==> src/rtl/rtcit_pkg.sv <==
package rtcit_pkg;
  // ****************************************
  // Timing, in the units of the printed figures
  // ****************************************
  localparam int CLK_NS = 20;
  localparam int RTN_FAST_NS = 122000;
  localparam int RTN_SLOW_NS = 7810000;
  localparam int TEST_PERIOD_NS = 15625000;
  localparam int CNT_W = 20;
  // Half-period shift per trim code, times four
  localparam int TRIM_STEP_X4 = 305;

  // ****************************************
  // Register offsets
  // ****************************************
  localparam logic [7:0] OFS_CTRL = 8'h00;
  localparam logic [7:0] OFS_FLAGS = 8'h04;
  localparam logic [7:0] OFS_TRIM = 8'h08;
  localparam logic [7:0] OFS_ALM0 = 8'h0C;
  localparam logic [7:0] OFS_ALM1 = 8'h10;
  localparam logic [7:0] OFS_TIME0 = 8'h14;
  localparam logic [7:0] OFS_TIME1 = 8'h18;
  localparam logic [7:0] OFS_ISTAT = 8'h1C;
  localparam logic [7:0] OFS_IMASK = 8'h20;

  // ****************************************
  // Field positions
  // ****************************************
  localparam int CTRL_AIE = 0;
  localparam int CTRL_TIE = 1;
  localparam int CTRL_STYLE = 2;
  localparam int CTRL_FE = 3;
  localparam int CTRL_BYP = 4;
  localparam int CTRL_TEN = 5;
  localparam int CTRL_TEST = 6;
  localparam int CTRL_SRC = 8;
  localparam int FLG_ALARM = 0;
  localparam int FLG_TIMER = 1;
  localparam int ALM_SEC = 0;
  localparam int ALM_MIN = 8;
  localparam int ALM_HOUR = 16;
  localparam int ALM_WDAY = 24;
  localparam int ALM_DAY = 0;
  localparam int EN_SEC = 8;
  localparam int EN_MIN = 9;
  localparam int EN_HOUR = 10;
  localparam int EN_WDAY = 11;
  localparam int EN_DAY = 12;

  // ****************************************
  // Reset values and codes
  // ****************************************
  localparam logic [31:0] REG_RST = 32'h0000_0000;
  localparam logic [2:0] WDAY_LAST = 3'h6;
  // Pin idle levels: select high, high enable low, low enable high
  localparam logic [2:0] PIN_RST = 3'h5;

  typedef enum logic [1:0] {
    SRC_4096,
    SRC_64,
    SRC_1,
    SRC_MIN
  } rtcit_src_t;
endpackage

==> src/rtl/rtcit_cnt_if.sv <==
`timescale 1ns/1ns
`default_nettype none
interface rtcit_cnt_if;
  logic load;
  logic [rtcit_pkg::CNT_W-1:0] count;
  logic busy;
  logic done;
  modport ctl (output load, output count, input busy, input done);
  modport cnt (input load, input count, output busy, output done);
endinterface
`default_nettype wire

==> src/rtl/rtcit_countdown.sv <==
`timescale 1ns/1ns
`default_nettype none
module rtcit_countdown (
  // Clock and reset
  input wire logic hclk,
  input wire logic hresetn,
  // Control
  rtcit_cnt_if.cnt c
);
  import rtcit_pkg::*;

  logic [CNT_W-1:0] cnt_reg;

  // Busy for count+1 cycles after a load
  always_ff @(posedge hclk or negedge hresetn) begin
    if (!hresetn) begin
      cnt_reg <= '0;
    end else if (c.load) begin
      cnt_reg <= c.count + CNT_W'(1);
    end else if (cnt_reg != '0) begin
      cnt_reg <= cnt_reg - CNT_W'(1);
    end
  end

  assign c.busy = (cnt_reg != '0);
  assign c.done = (cnt_reg == CNT_W'(1));
endmodule
`default_nettype wire

==> src/rtl/rtcit_top.sv <==
// Chosen here: register access over AHB-Lite and the address map.
`timescale 1ns/1ns
`default_nettype none
// What this block does
// - Alarm enable set and alarm flag set pulls alarm request low.
// - Alarm enable clear leaves alarm request undriven.
// - Alarm is checked on the seconds-to-minutes carry.
// - Timer style bit: 0 level, 1 periodic.
// - Level style: enable and timer flag pull timer request low.
// - Timer enable clear leaves timer request undriven in any style.
// - Periodic style: event pulls low if enabled; flag set anyway.
// - Periodic pulse ends after 0.122ms or 7.81ms by source.
// - Alarm compares day, weekday, hour, minute, second; one weekday.
// - Writing 0 to alarm flag rearms alarm detection.
// - Alarm flag sets on match even with enable clear.
// - Weekday codes 0 to 6; after 6 comes 0.
// - Hour, minute, second alarm fields are BCD, 24-hour.
// - Chip enables active, test and trim enable bits set give corrected 64Hz output; driven when selected and enabled.
// - Test output deviation is trim value times 195.2 ppm.
// - Low enable rising clears the test bit and ends test mode.
module rtcit_top #(
  parameter int RTN_FAST_CYC = rtcit_pkg::RTN_FAST_NS / rtcit_pkg::CLK_NS,
  parameter int RTN_SLOW_CYC = rtcit_pkg::RTN_SLOW_NS / rtcit_pkg::CLK_NS,
  parameter int TEST_HALF_CYC =
    rtcit_pkg::TEST_PERIOD_NS / rtcit_pkg::CLK_NS / 2
) (
  // Clock and reset
  input wire logic hclk,
  input wire logic hresetn,
  // AHB-Lite slave
  input wire logic hsel,
  input wire logic [31:0] haddr,
  input wire logic [1:0] htrans,
  input wire logic hwrite,
  input wire logic [2:0] hsize,
  input wire logic [31:0] hwdata,
  input wire logic hready,
  output logic hreadyout,
  output logic hresp,
  output logic [31:0] hrdata,
  // Clock counters, same clock
  input wire logic [6:0] time_sec,
  input wire logic [6:0] time_min,
  input wire logic [5:0] time_hour,
  input wire logic [2:0] time_wday,
  input wire logic [5:0] time_day,
  input wire logic sec_carry,
  input wire logic timer_tick,
  // Pins
  input wire logic chip_enable_low_pin_n,
  input wire logic chip_enable_high_pin,
  input wire logic output_select_pin,
  output logic alarm_request_pin_o,
  output logic alarm_request_pin_oe,
  output logic timer_request_pin_o,
  output logic timer_request_pin_oe,
  output logic freq_output_pin_o,
  output logic freq_output_pin_oe,
  // Interrupt
  output logic irq
);
  import rtcit_pkg::*;

  // ****************************************
  // Declarations
  // ****************************************
  logic [2:0] pin_s1_reg;
  logic [2:0] pin_s2_reg;
  logic cel_n;
  logic ceh;
  logic fsel;
  logic cel_n_d_reg;
  logic cel_rise;
  logic wr_en_reg;
  logic [7:0] wr_addr_reg;
  logic rd_take;
  logic [31:0] rd_data;
  logic [31:0] ctrl_reg;
  logic [6:0] trim_reg;
  logic [31:0] alm0_reg;
  logic [31:0] alm1_reg;
  logic [1:0] flag_reg;
  logic [1:0] flag_next;
  logic [1:0] istat_reg;
  logic [1:0] imask_reg;
  logic armed_reg;
  logic alarm_match;
  logic alarm_hit;
  logic alarm_irq_enable;
  logic timer_irq_enable;
  logic periodic;
  logic test_on;
  logic tst_fire;
  logic trq_next;
  logic [2:0] wday_wr;
  logic signed [7:0] trim_s;
  logic signed [CNT_W:0] adj;
  rtcit_src_t src;

  rtcit_cnt_if rtn_if ();
  rtcit_cnt_if tst_if ();

  // ****************************************
  // Pin synchronisers
  // ****************************************
  always_ff @(posedge hclk or negedge hresetn) begin
    if (!hresetn) begin
      pin_s1_reg <= PIN_RST;
      pin_s2_reg <= PIN_RST;
      cel_n_d_reg <= 1'b1;
    end else begin
      pin_s1_reg <= {output_select_pin, chip_enable_high_pin,
                     chip_enable_low_pin_n};
      pin_s2_reg <= pin_s1_reg;
      cel_n_d_reg <= pin_s2_reg[0];
    end
  end

  assign cel_n = pin_s2_reg[0];
  assign ceh = pin_s2_reg[1];
  assign fsel = pin_s2_reg[2];
  assign cel_rise = cel_n & ~cel_n_d_reg;

  // ****************************************
  // Bus slave
  // ****************************************
  assign rd_take = hsel & htrans[1] & hready & ~hwrite;

  always_ff @(posedge hclk or negedge hresetn) begin
    if (!hresetn) begin
      wr_en_reg <= 1'b0;
      wr_addr_reg <= 8'h00;
    end else if (hready) begin
      wr_en_reg <= hsel & htrans[1] & hwrite;
      wr_addr_reg <= haddr[7:0];
    end
  end

  // Zero wait states; errors are never signalled
  always_ff @(posedge hclk or negedge hresetn) begin
    if (!hresetn) begin
      hreadyout <= 1'b0;
      hresp <= 1'b0;
    end else begin
      hreadyout <= 1'b1;
      hresp <= 1'b0;
    end
  end

  always_comb begin
    rd_data = 32'h0000_0000;
    case (haddr[7:0])
      OFS_CTRL: rd_data = ctrl_reg;
      OFS_FLAGS: rd_data = {30'h0, flag_reg};
      OFS_TRIM: rd_data = {25'h0, trim_reg};
      OFS_ALM0: rd_data = alm0_reg;
      OFS_ALM1: rd_data = alm1_reg;
      OFS_TIME0: rd_data = {5'h0, time_wday, 2'h0, time_hour,
                            1'b0, time_min, 1'b0, time_sec};
      OFS_TIME1: rd_data = {26'h0, time_day};
      OFS_ISTAT: rd_data = {30'h0, istat_reg};
      OFS_IMASK: rd_data = {30'h0, imask_reg};
      default: rd_data = 32'h0000_0000;
    endcase
  end

  // Read data is caught at the address phase edge
  always_ff @(posedge hclk or negedge hresetn) begin
    if (!hresetn) begin
      hrdata <= 32'h0000_0000;
    end else if (rd_take) begin
      hrdata <= rd_data;
    end
  end

  // ****************************************
  // Control and alarm registers
  // ****************************************
  // Out-of-range weekday folds back onto the 0..6 cycle
  assign wday_wr = (hwdata[ALM_WDAY +: 3] > WDAY_LAST) ?
                   3'h0 : hwdata[ALM_WDAY +: 3];

  always_ff @(posedge hclk or negedge hresetn) begin
    if (!hresetn) begin
      ctrl_reg <= REG_RST;
    end else begin
      if (wr_en_reg && wr_addr_reg == OFS_CTRL) begin
        ctrl_reg <= hwdata & 32'h0000_037F;
      end
      if (cel_rise) begin
        ctrl_reg[CTRL_TEST] <= 1'b0;
      end
    end
  end

  always_ff @(posedge hclk or negedge hresetn) begin
    if (!hresetn) begin
      trim_reg <= REG_RST[6:0];
    end else if (wr_en_reg && wr_addr_reg == OFS_TRIM) begin
      trim_reg <= hwdata[6:0];
    end
  end

  // BCD fields kept at counter width
  always_ff @(posedge hclk or negedge hresetn) begin
    if (!hresetn) begin
      alm0_reg <= REG_RST;
      alm1_reg <= REG_RST;
    end else begin
      if (wr_en_reg && wr_addr_reg == OFS_ALM0) begin
        alm0_reg <= {5'h0, wday_wr, 2'h0, hwdata[ALM_HOUR +: 6],
                     1'b0, hwdata[ALM_MIN +: 7],
                     1'b0, hwdata[ALM_SEC +: 7]};
      end
      if (wr_en_reg && wr_addr_reg == OFS_ALM1) begin
        alm1_reg <= {19'h0, hwdata[EN_DAY:EN_SEC],
                     2'h0, hwdata[ALM_DAY +: 6]};
      end
    end
  end

  assign alarm_irq_enable = ctrl_reg[CTRL_AIE];
  assign timer_irq_enable = ctrl_reg[CTRL_TIE];
  assign periodic = ctrl_reg[CTRL_STYLE];
  assign src = rtcit_src_t'(ctrl_reg[CTRL_SRC +: 2]);

  // ****************************************
  // Alarm detection
  // ****************************************
  // Weekday compares one stored code only
  assign alarm_match =
    (!alm1_reg[EN_SEC] || alm0_reg[ALM_SEC +: 7] == time_sec) &&
    (!alm1_reg[EN_MIN] || alm0_reg[ALM_MIN +: 7] == time_min) &&
    (!alm1_reg[EN_HOUR] || alm0_reg[ALM_HOUR +: 6] == time_hour) &&
    (!alm1_reg[EN_WDAY] || alm0_reg[ALM_WDAY +: 3] == time_wday) &&
    (!alm1_reg[EN_DAY] || alm1_reg[ALM_DAY +: 6] == time_day) &&
    (alm1_reg[EN_DAY:EN_SEC] != 5'h00);

  // Checked only on the carry into minutes; enable plays no part
  assign alarm_hit = sec_carry & armed_reg & alarm_match;

  // A match fires once; a written 0 to the flag arms it again
  always_ff @(posedge hclk or negedge hresetn) begin
    if (!hresetn) begin
      armed_reg <= 1'b0;
    end else if (wr_en_reg && wr_addr_reg == OFS_FLAGS &&
                 !hwdata[FLG_ALARM]) begin
      armed_reg <= 1'b1;
    end else if (alarm_hit) begin
      armed_reg <= 1'b0;
    end
  end

  // ****************************************
  // Event flags
  // ****************************************
  // Event wins over a clear in the same cycle
  always_comb begin
    flag_next = flag_reg;
    if (wr_en_reg && wr_addr_reg == OFS_FLAGS) begin
      flag_next = flag_reg & hwdata[1:0];
    end
    if (alarm_hit) begin
      flag_next[FLG_ALARM] = 1'b1;
    end
    if (timer_tick) begin
      flag_next[FLG_TIMER] = 1'b1;
    end
  end

  always_ff @(posedge hclk or negedge hresetn) begin
    if (!hresetn) begin
      flag_reg <= 2'b00;
    end else begin
      flag_reg <= flag_next;
    end
  end

  // ****************************************
  // Interrupt status and mask
  // ****************************************
  always_ff @(posedge hclk or negedge hresetn) begin
    if (!hresetn) begin
      istat_reg <= 2'b00;
    end else begin
      if (wr_en_reg && wr_addr_reg == OFS_ISTAT) begin
        istat_reg <= istat_reg & ~hwdata[1:0];
      end
      if (alarm_hit) begin
        istat_reg[FLG_ALARM] <= 1'b1;
      end
      if (timer_tick) begin
        istat_reg[FLG_TIMER] <= 1'b1;
      end
    end
  end

  always_ff @(posedge hclk or negedge hresetn) begin
    if (!hresetn) begin
      imask_reg <= REG_RST[1:0];
    end else if (wr_en_reg && wr_addr_reg == OFS_IMASK) begin
      imask_reg <= hwdata[1:0];
    end
  end

  always_ff @(posedge hclk or negedge hresetn) begin
    if (!hresetn) begin
      irq <= 1'b0;
    end else begin
      irq <= |(istat_reg & imask_reg);
    end
  end

  // ****************************************
  // Alarm request pin
  // ****************************************
  // Open drain: the driven level is always low
  always_ff @(posedge hclk or negedge hresetn) begin
    if (!hresetn) begin
      alarm_request_pin_o <= 1'b0;
      alarm_request_pin_oe <= 1'b0;
    end else begin
      alarm_request_pin_o <= 1'b0;
      alarm_request_pin_oe <= alarm_irq_enable & flag_next[FLG_ALARM];
    end
  end

  // ****************************************
  // Timer request pin
  // ****************************************
  // Auto-return width follows the timer source
  always_comb begin
    rtn_if.load = periodic & timer_irq_enable & timer_tick;
    if (src == SRC_4096) begin
      rtn_if.count = CNT_W'(RTN_FAST_CYC - 1);
    end else begin
      rtn_if.count = CNT_W'(RTN_SLOW_CYC - 1);
    end
  end

  rtcit_countdown u_rtn (
    .hclk(hclk),
    .hresetn(hresetn),
    .c(rtn_if.cnt)
  );

  // Periodic pulse ignores the flag; level follows it
  always_comb begin
    if (!timer_irq_enable) begin
      trq_next = 1'b0;
    end else if (periodic) begin
      trq_next = rtn_if.load | (rtn_if.busy & ~rtn_if.done);
    end else begin
      trq_next = flag_next[FLG_TIMER];
    end
  end

  always_ff @(posedge hclk or negedge hresetn) begin
    if (!hresetn) begin
      timer_request_pin_o <= 1'b0;
      timer_request_pin_oe <= 1'b0;
    end else begin
      timer_request_pin_o <= 1'b0;
      timer_request_pin_oe <= trq_next;
    end
  end

  // ****************************************
  // Trim test output
  // ****************************************
  // Trim also needs its enable and the high enable, with or without bypass
  assign test_on = ~cel_n & ceh & ctrl_reg[CTRL_TEST] &
                   ctrl_reg[CTRL_TEN] &
                   (ceh | ctrl_reg[CTRL_BYP]);

  // Positive codes lead, so they shorten each half period
  assign trim_s = {trim_reg[6], trim_reg};
  assign adj = (CNT_W+1)'((trim_s * TRIM_STEP_X4) >>> 2);

  always_comb begin
    tst_fire = test_on & ~tst_if.busy;
    tst_if.load = tst_fire;
    tst_if.count = CNT_W'(TEST_HALF_CYC - 1 - int'(adj));
  end

  rtcit_countdown u_tst (
    .hclk(hclk),
    .hresetn(hresetn),
    .c(tst_if.cnt)
  );

  // Output only when selected and enabled, else undriven
  always_ff @(posedge hclk or negedge hresetn) begin
    if (!hresetn) begin
      freq_output_pin_o <= 1'b0;
      freq_output_pin_oe <= 1'b0;
    end else begin
      freq_output_pin_oe <= test_on & fsel & ctrl_reg[CTRL_FE];
      if (!test_on) begin
        freq_output_pin_o <= 1'b0;
      end else if (tst_fire) begin
        freq_output_pin_o <= ~freq_output_pin_o;
      end
    end
  end
endmodule
`default_nettype wire

==> config.mk <==
export PLATFORM = sky130hd
export DESIGN_NAME = rtcit_top
export DESIGN_NICKNAME = d
export VERILOG_FILES = /design/src/rtl/rtcit_pkg.sv /design/src/rtl/rtcit_cnt_if.sv /design/src/rtl/rtcit_countdown.sv /design/src/rtl/rtcit_top.sv
export SDC_FILE = /design/constraint.sdc
export NUM_CORES = 1
export LEC_CHECK = 0
export CORE_MARGIN = 4
export CORE_UTILIZATION = 45
export CTS_CLUSTER_DIAMETER = 50
export DETAILED_ROUTE_END_ITERATION = 16
export DONT_BUFFER_PORTS = 1
export MAX_ROUTING_LAYER = met4
export PLACE_DENSITY = 0.58
export SLEW_MARGIN = 20
export SYNTH_ARGS = -nofsm -noshare
export SYNTH_HDL_FRONTEND = slang
export SYNTH_SLANG_ARGS = --single-unit
==> constraint.sdc <==
create_clock -name hclk -period 10 [get_ports hclk]
set_input_delay 1.5 -clock hclk [delete_from_list [all_inputs] [get_ports hclk]]
set_output_delay 1.5 -clock hclk [all_outputs]
set_load 0.05 [all_outputs]
==> key figures, run 1 <==
Placed design
  • Area after DPL: about 8000 um^2
  • DP HPWL: between 10000 and 15000 um
  • Setup WS pre-CTS: between 5000 and 6000 ps
  • Port buffer count: 0
  • GPL Wtd Cong: a little under 0.9

Drt
  • First DRT Iteration DRCs: 446
  • Vias: ~5900
  • DRT Pass-1 Iters: 5
  • Final WL: just under 20000 um
  • Antenna viol nets, final: 0
  • WL/cell: between 15 and 20 um
  • DRC: 0
  • Via-to-Cell Ratio: between 5 and 6

Synthesis
  • Post-synth EDFFs: 0
  • Yosys warns: 0
  • Cell variety after synth: 63
  • Syn Inst Count: between 700 and 800
  • Syn Area/Cell: roughly 10 um^2
  • Post-Syn Area: about 8000 um^2
  • Register area share after synthesis: roughly 45%
  • Top FF cell, synth: dfrtp_1
  • Asr flop ratio synth: 100%
  • #FFs+latches synth: around 140

Power
  • Clock power frac: between 30% and 40%
  • Switching share of power: 30.9%
  • Peak supply drop: roughly 0.14 mV
  • Pint: around 1.2 mW
  • PwrDens: 195 nW/um^2
  • Switch Pwr: between 500 and 600 uW
  • Comb power frac: between 10% and 20%
  • Leak: 3.68 nW
  • Sequential share of power: between 40 and 50%

Clocking
  • Clock Tree Root: clkbuf_16
  • Post CTS Setup Buffer Count: 0
  • TritonCTS clock tree: done
  • CTS Buf Count: 17
  • CTS resizes: 0
  • # hold bufs at CTS: 0
  • Max clock buf depth: 2
  • Clk sinks: 142
  • Clk pin slew, worst setup/hold paths: around 60 ps
  • Clk_lat worst skew: about 420 ps
  • H-tree depth: 4

Finish
  • # fillers: around 1600
  • Leading cell type in the layout, fill and taps excluded: dfrtp_1
  • Syn-to-layout area delta: 10.2%
  • Layout cell share with drive strength beyond 1: 14.4%
  • Design Area, Final: a little under 9000 um^2
  • Footprint of the multi-input gates: around 4200 um^2
  • Most frequent cells in the layout: dfrtp_1, nand2_1, mux2_2
  • Seq. cell area: 3560 um^2
  • Ant diodes: 0
  • Nets: roughly 920
  • Core Util, Final: just over 50%

Min path
  • Hold_sp: pin_s1_reg[1]
  • Worst hold path endpoint: pin_s2_reg[1]
  • Min-Delay Path Class: flip-flop to flip-flop
  • Hold Crit Depth: 0

Floorplan
  • Rows: between 40 and 50
  • DIE HEIGHT: 141 um
  • Die ar.: approximately 20000 um^2
  • Ports: around 150
  • Core Box Area: around 17000 um^2
  • Die width: 141 um
  • Initial Util: 46.1%

Setup path
  • Worst path cell trace: fa_1 -> fa_1 -> ha_1 -> fa_1 -> ha_1 -> a21oi_1 -> o211ai_1 -> and3_1 -> a2111oi_1 -> a21boi_0 -> a31o_2
  • Critical Path Max Stage Delay: around 820 ps
  • Crit. End Element: flip-flop
  • CP max-delay cell: a2111oi_1
  • Arr. time, crit path: roughly 5200 ps
  • FF-to-FF setup slack: between 5000 and 6000 ps
  • WS Path Type: flip-flop to flip-flop
  • FF-to-FF path depth: 11
  • Worst EP required: ~10000 ps
  • Critical R2R Launch: trim_reg[6]
  • Worst R2R End: u_tst.cnt_reg[17]
  • Crit path max fanout: 9
  • Critical path launch point type: flip-flop
  • Top cell by count, worst path: fa_1

Timing
  • Fin. Hold Viols: 0
  • Minimum clock period: a little under 5000 ps
  • F_max: between 200 and 250 MHz
  • Period utilization: 49.1%
  • RSZ-0062 raised after global routing: no
  • PnR worst setup slack: 5090 ps
  • Final setup violating endpoints: 0
  • Rel. slew slack: around two fifths
  • Layout Skew: ~11 ps
  • Worst slew pin tran: a little over 900 ps
  • Setup TNS: 0 ps
  • Worst hold slack: 354 ps
  • Max Slew Vio Count: 0

Global route
  • First-pass GRT wire length: 31700 um
  • Antenna violations before repair: 0
  • GRT Total Usage: roughly a fifth
  • Grt ovf: 0
  • Largest net degree at the start of global routing: ~140
  • Vias in the first global route: 6007

Run
  • Total of max-cap violations: 0

Outcome
  • Run status: completed
==> cell families after synthesis <==
family	Yosys count	share of synthesized area, %
fa+ha+maj	45	7.79
buf+inv	60	3.41
other cells	2	0.0939
simple gates	218	14.1
xor+xnor	66	7.23
flops	142	44.5
compound gates	169	13.6
mux	66	9.29
==> stage by stage <==
step	power, mW	std cells
after floorplan	0.987	779
after global placement	1.03	971
after detailed placement	1.05	971
after CTS	1.73	1003
after global routing	1.81	1003
final	1.72	1003
==> worst max-delay path: cells and delay by family (launching register included) <==
kind	cells	cell delay, ps
fa+ha+maj	5	2070
compound gates	5	1920
flops	1	610
simple gates	1	200
==> synth_stat cells, types with 5 or more instances <==
cell / instances / share of area, %
dfrtp_1: 137 / 43
nand2_1: 65 / 3.1
mux2_2: 56 / 7.9
o21ai_0: 54 / 3.4
nor2_1: 40 / 1.9
ha_1: 37 / 5.8
xnor2_1: 33 / 3.6
xor2_1: 33 / 3.6
a21oi_1: 29 / 1.8
clkbuf_1: 23 / 1.1
inv_1: 22 / 1.0
nand3_1: 18 / 1.1
nor3_1: 18 / 1.1
a31oi_1: 15 / 1.2
or3_1: 13 / 1.0
a22oi_1: 12 / 1.1
buf_4: 12 / 1.1
a221oi_1: 10 / 1.1
or4_1: 10 / 0.94
mux2i_1: 9 / 1.1
fa_1: 8 / 2.0
nor3b_1: 8 / 0.75
nor4_1: 8 / 0.63
a211oi_1: 7 / 0.66
nor2b_1: 7 / 0.55
nand4_1: 6 / 0.47
o31ai_1: 6 / 0.56
a222oi_1: 5 / 0.63
dfstp_2: 5 / 1.6
==> cell type report <==
cell class | instances | share of cell area (%)
clock buffers | 18 | 4.98
multi-input cells | 577 | 48.0
repair buffers | 5 | 0.426
well taps | 225 | 3.19
clock inverters | 14 | 2.13
flip-flops and latches | 142 | 40.4
inverters | 22 | 0.937
==> power by group through the flow <==
stage | clock (mW) | sequential [mW] | combinational (mW)
CTS | 0.687 | 0.730 | 0.311
floorplan | 0 | 0.720 | 0.267
global route | 0.712 | 0.744 | 0.354
detailed placement | 0 | 0.740 | 0.309
global placement | 0 | 0.734 | 0.300
finish | 0.675 | 0.732 | 0.309
==> metal layers <==
metal  track usage [%]  wire length (um)
met5                 -                 0
met4              6.68               424
met3              5.93              1410
met2              31.7              9270
met1              26.5              8240
==> how the worst max path moves through the flow <==
stage / cells after the start / from / slack [ps] / to
floorplan: 12 / trim_reg[6] / 5690 / u_tst.cnt_reg[17]
global route: 11 / trim_reg[6] / 4740 / u_tst.cnt_reg[17]
global placement: 11 / trim_reg[6] / 5150 / u_tst.cnt_reg[17]
detailed placement: 11 / trim_reg[6] / 5090 / u_tst.cnt_reg[17]
finish: 11 / trim_reg[6] / 5090 / u_tst.cnt_reg[17]
CTS: 11 / trim_reg[6] / 5070 / u_tst.cnt_reg[17]
Power figures use the tool's default switching activity.
==> run 2, diff against run 1 <==
Settings changed: PLACE_DENSITY 0.58 to 0.6.
Clock period 10 ns to 4.4 ns, I/O delays scaled along.
==> key figures, run 2 (synthesized netlist as in run 1, its figures left out) <==
Setup path
  • Crit path to: u_tst.cnt_reg[12]
  • FF-to-FF setup slack: 190 ps (-4900 ps)
  • Critical path launch point type: flip-flop
  • Crit path max fanout: 4 (-5)
  • Crit. End Element: flip-flop
  • WS Path Type: flip-flop to flip-flop
  • Worst R2R End: u_tst.cnt_reg[12]
  • FF-to-FF path depth: 12 (+1)
  • Critical R2R Launch: trim_reg[4]
  • Worst EP required: 4730 ps (-5580 ps)
  • Critical Path Source: trim_reg[4]
  • Arr. time, crit path: 4540 ps (-690 ps)

Drt
  • Via-to-Cell Ratio: 5.87 (-0.71%)
  • Antenna viol nets, final: 0 (unchanged)
  • Vias: 5967 (+0.57%)
  • Final WL: 19800 um (+2.2%)
  • WL/cell: 19.5 um (+0.87%)
  • First DRT Iteration DRCs: 338 (-24%)
  • DRC: 0 (unchanged)
  • DRT Pass-1 Iters: 7 (+2)

Floorplan
  • DIE HEIGHT: 141 um (unchanged)
  • Ports: 149 (unchanged)
  • Rows: 48 (unchanged)
  • Die width: 141 um (unchanged)
  • Die ar.: 20000 um^2 (unchanged)
  • Initial Util: 46.1% (unchanged)
  • Core Box Area: 17400 um^2 (unchanged)

Power
  • PwrDens: 437 nW/um^2 (+120%)
  • Peak supply drop: 0.269 mV (+96%)
  • Leak: 3.74 nW (+1.5%)

Timing
  • Worst slew pin tran: 854 ps (-65.3 ps)
  • Final setup violating endpoints: 0 (unchanged)
  • Rel. slew slack: 42.5% (+4.4 points)
  • F_max: 238 MHz (+17%)
  • Fin. Hold Viols: 0 (unchanged)
  • Max Slew Vio Count: 0 (unchanged)
  • Period utilization: 95.7% (+47 points)
  • Minimum clock period: 4210 ps (-705 ps)
  • Layout Skew: 6.74 ps (-4.32 ps)
  • RSZ-0062 raised after global routing: no
  • Setup TNS: 0 ps (unchanged)

Global route
  • Vias in the first global route: 6109 (+1.7%)
  • GRT Total Usage: 20.9% (+0.25 points)
  • Antenna violations before repair: 0 (unchanged)
  • First-pass GRT wire length: 32200 um (+1.5%)
  • Grt ovf: 0 (unchanged)
  • Largest net degree at the start of global routing: 138 (-3.5%)

Outcome
  • Run status: completed

Finish
  • Nets: 931 (+1.4%)
  • Leading cell type in the layout, fill and taps excluded: dfrtp_1
  • Most frequent cells in the layout: dfrtp_1, nand2_1, mux2_2
  • Layout cell share with drive strength beyond 1: 16.2% (+1.8 points)
  • Core Util, Final: 51.5% (+0.70 points)
  • Syn-to-layout area delta: 11.7%
  • Ant diodes: 0 (unchanged)

Placed design
  • DP HPWL: 14300 um (+2.9%)
  • Port buffer count: 0 (unchanged)
  • GPL Wtd Cong: 0.830 (-4.6%)

Run
  • Total of max-cap violations: 0 (unchanged)

Clocking
  • Clk sinks: 142 (unchanged)
  • Clock Tree Root: clkbuf_16
  • TritonCTS clock tree: done
  • Clk pin slew, worst setup/hold paths: 60 ps (about the same)
  • Clk_lat worst skew: 420 ps (about the same)
  • H-tree depth: 4 (unchanged)
  • CTS Buf Count: 17 (unchanged)
  • Max clock buf depth: 2 (unchanged)

Min path
  • Min-Delay Path Class: input port to asynchronous set/reset pin
[run 2: worst min path at each step]
stage             startpoint       endpoint  depth (start not counted)
6_report             hresetn  pin_s2_reg[0]                          0
5_1_grt              hresetn  pin_s1_reg[0]                          0
4_1_cts              hresetn  pin_s1_reg[0]                          0
3_5_place_dp   pin_s1_reg[1]  pin_s2_reg[1]                          0
3_3_place_gp   pin_s1_reg[1]  pin_s2_reg[1]                          0
2_1_floorplan  pin_s1_reg[1]  pin_s2_reg[1]                          0
[run 2: critical path: stages, from the launching register on]
cell	delay, ps
dfrtp_1	400
fa_1	570
fa_1	420
ha_1	330
fa_1	430
ha_1	370
o211ai_1	150
o21ai_0	320
xor2_1	150
a31oi_1	300
nor2_1	90
or4_1	400
a41oi_1	190
[run 2: routing by layer]
layer / vias up / track usage, % / part of all wire [%]
met5: - / - / 0
met4: 0 / 5.97 / 1.8
met3: 25 / 6.34 / 8.1
met2: 176 / 32.1 / 47
met1: 2964 / 27.0 / 44
li1: 2802 / - / -
[run 2: per-stage QoR]
step / instance area, um^2 / hold slack, ps / total power [mW] / std cells / worst slack, ps
after detailed placement: 8270 / 338 / 2.40 / 983 / -18.7
after floorplan: 8040 / 331 / 2.24 / 779 / 85.8
after global placement: 8270 / 343 / 2.37 / 983 / 93.8
final: 8940 / 81.7 / 3.90 / 1016 / 190
after CTS: 8910 / 64.0 / 3.93 / 1016 / 27.3
after global routing: 8940 / 60.1 / 4.13 / 1016 / 8.59
[run 2: area by class of cell]
type / count / area (um^2)
flip-flops and latches: 142 / 3560
multi-input cells: 577 / 4250
clock buffers: 19 / 443
inverters: 22 / 82.6
clock inverters: 13 / 164
well taps: 225 / 282
fillers: 1574 / 8420
repair buffers: 18 / 155
[run 2: where the power goes]
group	internal (mW)	switching [mW]
registers	1.48	0.179
logic	0.363	0.410
clock network	0.908	0.567
[run 2: repair_timing]
action | 4_1_cts | 5_1_grt
hold buffers | 1 | 0
setup buffers | 0 | 0
gates resized for setup | 1 | 6
endpoints found under the hold margin | 137 | 0
cloned | 0 | 0
setup endpoints to repair | 1 | 5
==> run 3, diff against run 2 <==
Settings changed: CORE_UTILIZATION 45 to 32, PLACE_DENSITY 0.6 to 0.45.
==> key figures, run 3 (synthesized netlist as in run 1, its figures left out) <==
Outcome
  • Run status: completed

Clocking
  • CTS Buf Count: 17 (unchanged)
  • Clk pin slew, worst setup/hold paths: 60 ps (about the same)
  • H-tree depth: 4 (unchanged)
  • Clk_lat worst skew: 420 ps (about the same)
  • Max clock buf depth: 2 (unchanged)
  • Clock Tree Root: clkbuf_16
  • Clk sinks: 142 (unchanged)
  • TritonCTS clock tree: done

Global route
  • First-pass GRT wire length: 33800 um (+4.9%)
  • Largest net degree at the start of global routing: 138 (unchanged)
  • Grt ovf: 0 (unchanged)
  • GRT Total Usage: 15.8% (-5.1 points)
  • Antenna violations before repair: 2 (+2)
  • Vias in the first global route: 6051 (-0.95%)

Floorplan
  • Initial Util: 32.7% (-13 points)
  • Rows: 57 (+19%)
  • Ports: 149 (unchanged)
  • Core Box Area: 24500 um^2 (+41%)
  • DIE HEIGHT: 166 um (+18%)
  • Die ar.: 27600 um^2 (+38%)
  • Die width: 166 um (+18%)

Timing
  • Max Slew Vio Count: 0 (unchanged)
  • F_max: 240 MHz (+0.99%)
  • Rel. slew slack: 24.9% (-18 points)
  • Setup TNS: 0 ps (unchanged)
  • Period utilization: 94.7% (-0.93 points)
  • Final setup violating endpoints: 0 (unchanged)
  • Worst slew pin tran: 1120 ps (+270 ps)
  • Worst hold slack: 79.9 ps (-1.83 ps)
  • Minimum clock period: 4170 ps (-41.1 ps)
  • Fin. Hold Viols: 0 (unchanged)
  • Layout Skew: 14.5 ps (+7.75 ps)
  • RSZ-0062 raised after global routing: yes

Drt
  • Via-to-Cell Ratio: 5.32 (-9.4%)
  • Antenna viol nets, final: 0 (unchanged)
  • Vias: 5941 (-0.44%)
  • First DRT Iteration DRCs: 322 (-4.7%)
  • DRT Pass-1 Iters: 6 (-1)
  • Final WL: 21000 um (+6.3%)
  • WL/cell: 18.8 um (-3.3%)
  • DRC: 0 (unchanged)

Placed design
  • DP HPWL: 15100 um (+5.7%)
  • Placed cells: 1083 (+10%)
  • Port buffer count: 0 (unchanged)
  • GPL Wtd Cong: 0.810 (-2.4%)

Power
  • PwrDens: 423 nW/um^2 (-3.1%)
  • Peak supply drop: 0.208 mV (-23%)
  • Leak: 3.73 nW (-0.18%)

Run
  • Total of max-cap violations: 0 (unchanged)

Finish
  • Nets: 933 (+0.21%)
  • Finished Layout Cells: 1117 (+9.9%)
  • Layout cell share with drive strength beyond 1: 16.4% (+0.21 points)
  • Most frequent cells in the layout: dfrtp_1, nand2_1, mux2_2
  • Syn-to-layout area delta: 12.9%
  • Ant diodes: 0 (unchanged)
  • Leading cell type in the layout, fill and taps excluded: dfrtp_1

Setup path
  • Crit. End Element: flip-flop
  • Worst EP required: 4730 ps (about the same)
  • WS Path Type: flip-flop to flip-flop
  • Crit path max fanout: 6 (+2)
  • Critical path launch point type: flip-flop
  • Arr. time, crit path: 4500 ps (-40 ps)

Min path
  • Min-Delay Path Class: input port to asynchronous set/reset pin
## run 3: cell types whose count changed in the layout (fill, tap and decap cells not counted), moves of 2 or more
cell	before	now
bufinv_16	3	0
clkinvlp_4	5	3
buf_4	17	19
inv_8	0	2
inv_6	2	7
## run 3: per-layer routing
metal | GRT usage, % | up-vias | part of all wire [%]
li1 | - | 2814 | -
met1 | 20.0 | 2950 | 44
met2 | 24.5 | 158 | 48
met3 | 4.57 | 19 | 6.9
met4 | 4.88 | 0 | 1.7
met5 | - | - | 0
## run 3: final cells by class
| class | instances | area, um^2 |
|---|---|---|
| Sequential cell | 142 | 3560 |
| Inverter | 22 | 82.6 |
| Multi-Input combinational cell | 577 | 4260 |
| Clock buffer | 18 | 429 |
| Fill cell | 2452 | 15400 |
| Tap cell | 324 | 405 |
| Clock inverter | 14 | 128 |
| Timing Repair Buffer | 20 | 170 |
## run 3: power by group
group / total (mW) / switching, mW / internal, mW / leakage [nW]
Clock: 1.37 / 0.627 / 0.745 / 0.266
Sequential: 1.65 / 0.179 / 1.48 / 1.77
Combinational: 0.795 / 0.421 / 0.374 / 1.70
Total: 3.82 / 1.23 / 2.60 / 3.73
## run 3: worst paths after layout
check                                      startpoint                end  slack, ps  cells past startpoint
max in group asynchronous                     hresetn         hrdata[24]       3580                      1
worst max-delay path                      trim_reg[4]  u_tst.cnt_reg[12]        230                     11
worst max register to register            trim_reg[4]  u_tst.cnt_reg[12]        230                     11
worst min register to register          pin_s1_reg[1]      pin_s2_reg[1]        350                      0
worst min-delay path                          hresetn      pin_s1_reg[0]         80                      0
min in group hclk               chip_enable_low_pin_n      pin_s1_reg[0]        230                      0
## run 3: what timing repair did
item,CTS,global route
gates resized for setup,1,7
buffers inserted,0,1
pin swaps,0,3
hold buffers,1,0
setup endpoints to repair,1,6
hold endpoints to repair,137,0
## run 3: stage by stage
step / util, % / power [mW] / setup WS (ps) / area [um^2]
floorplan: - / 2.24 / 85.8 / 8040
global placement: 34.4 / 2.39 / 84.7 / 8400
detailed placement: 34.4 / 2.42 / 9.04 / 8400
CTS: 36.8 / 3.85 / 39.5 / 8990
global route: 36.9 / 4.07 / -3.86 / 9030
finish: 36.9 / 3.82 / 231 / 9030
## run 3: critical path, cell delays in order (launching register included)
cell	delay (ps)
dfrtp_1	400
fa_1	560
fa_1	430
ha_1	330
fa_1	480
ha_1	310
buf_4	120
o2111ai_1	180
a31oi_1	310
xor2_1	220
or4_1	540
a41oi_1	190
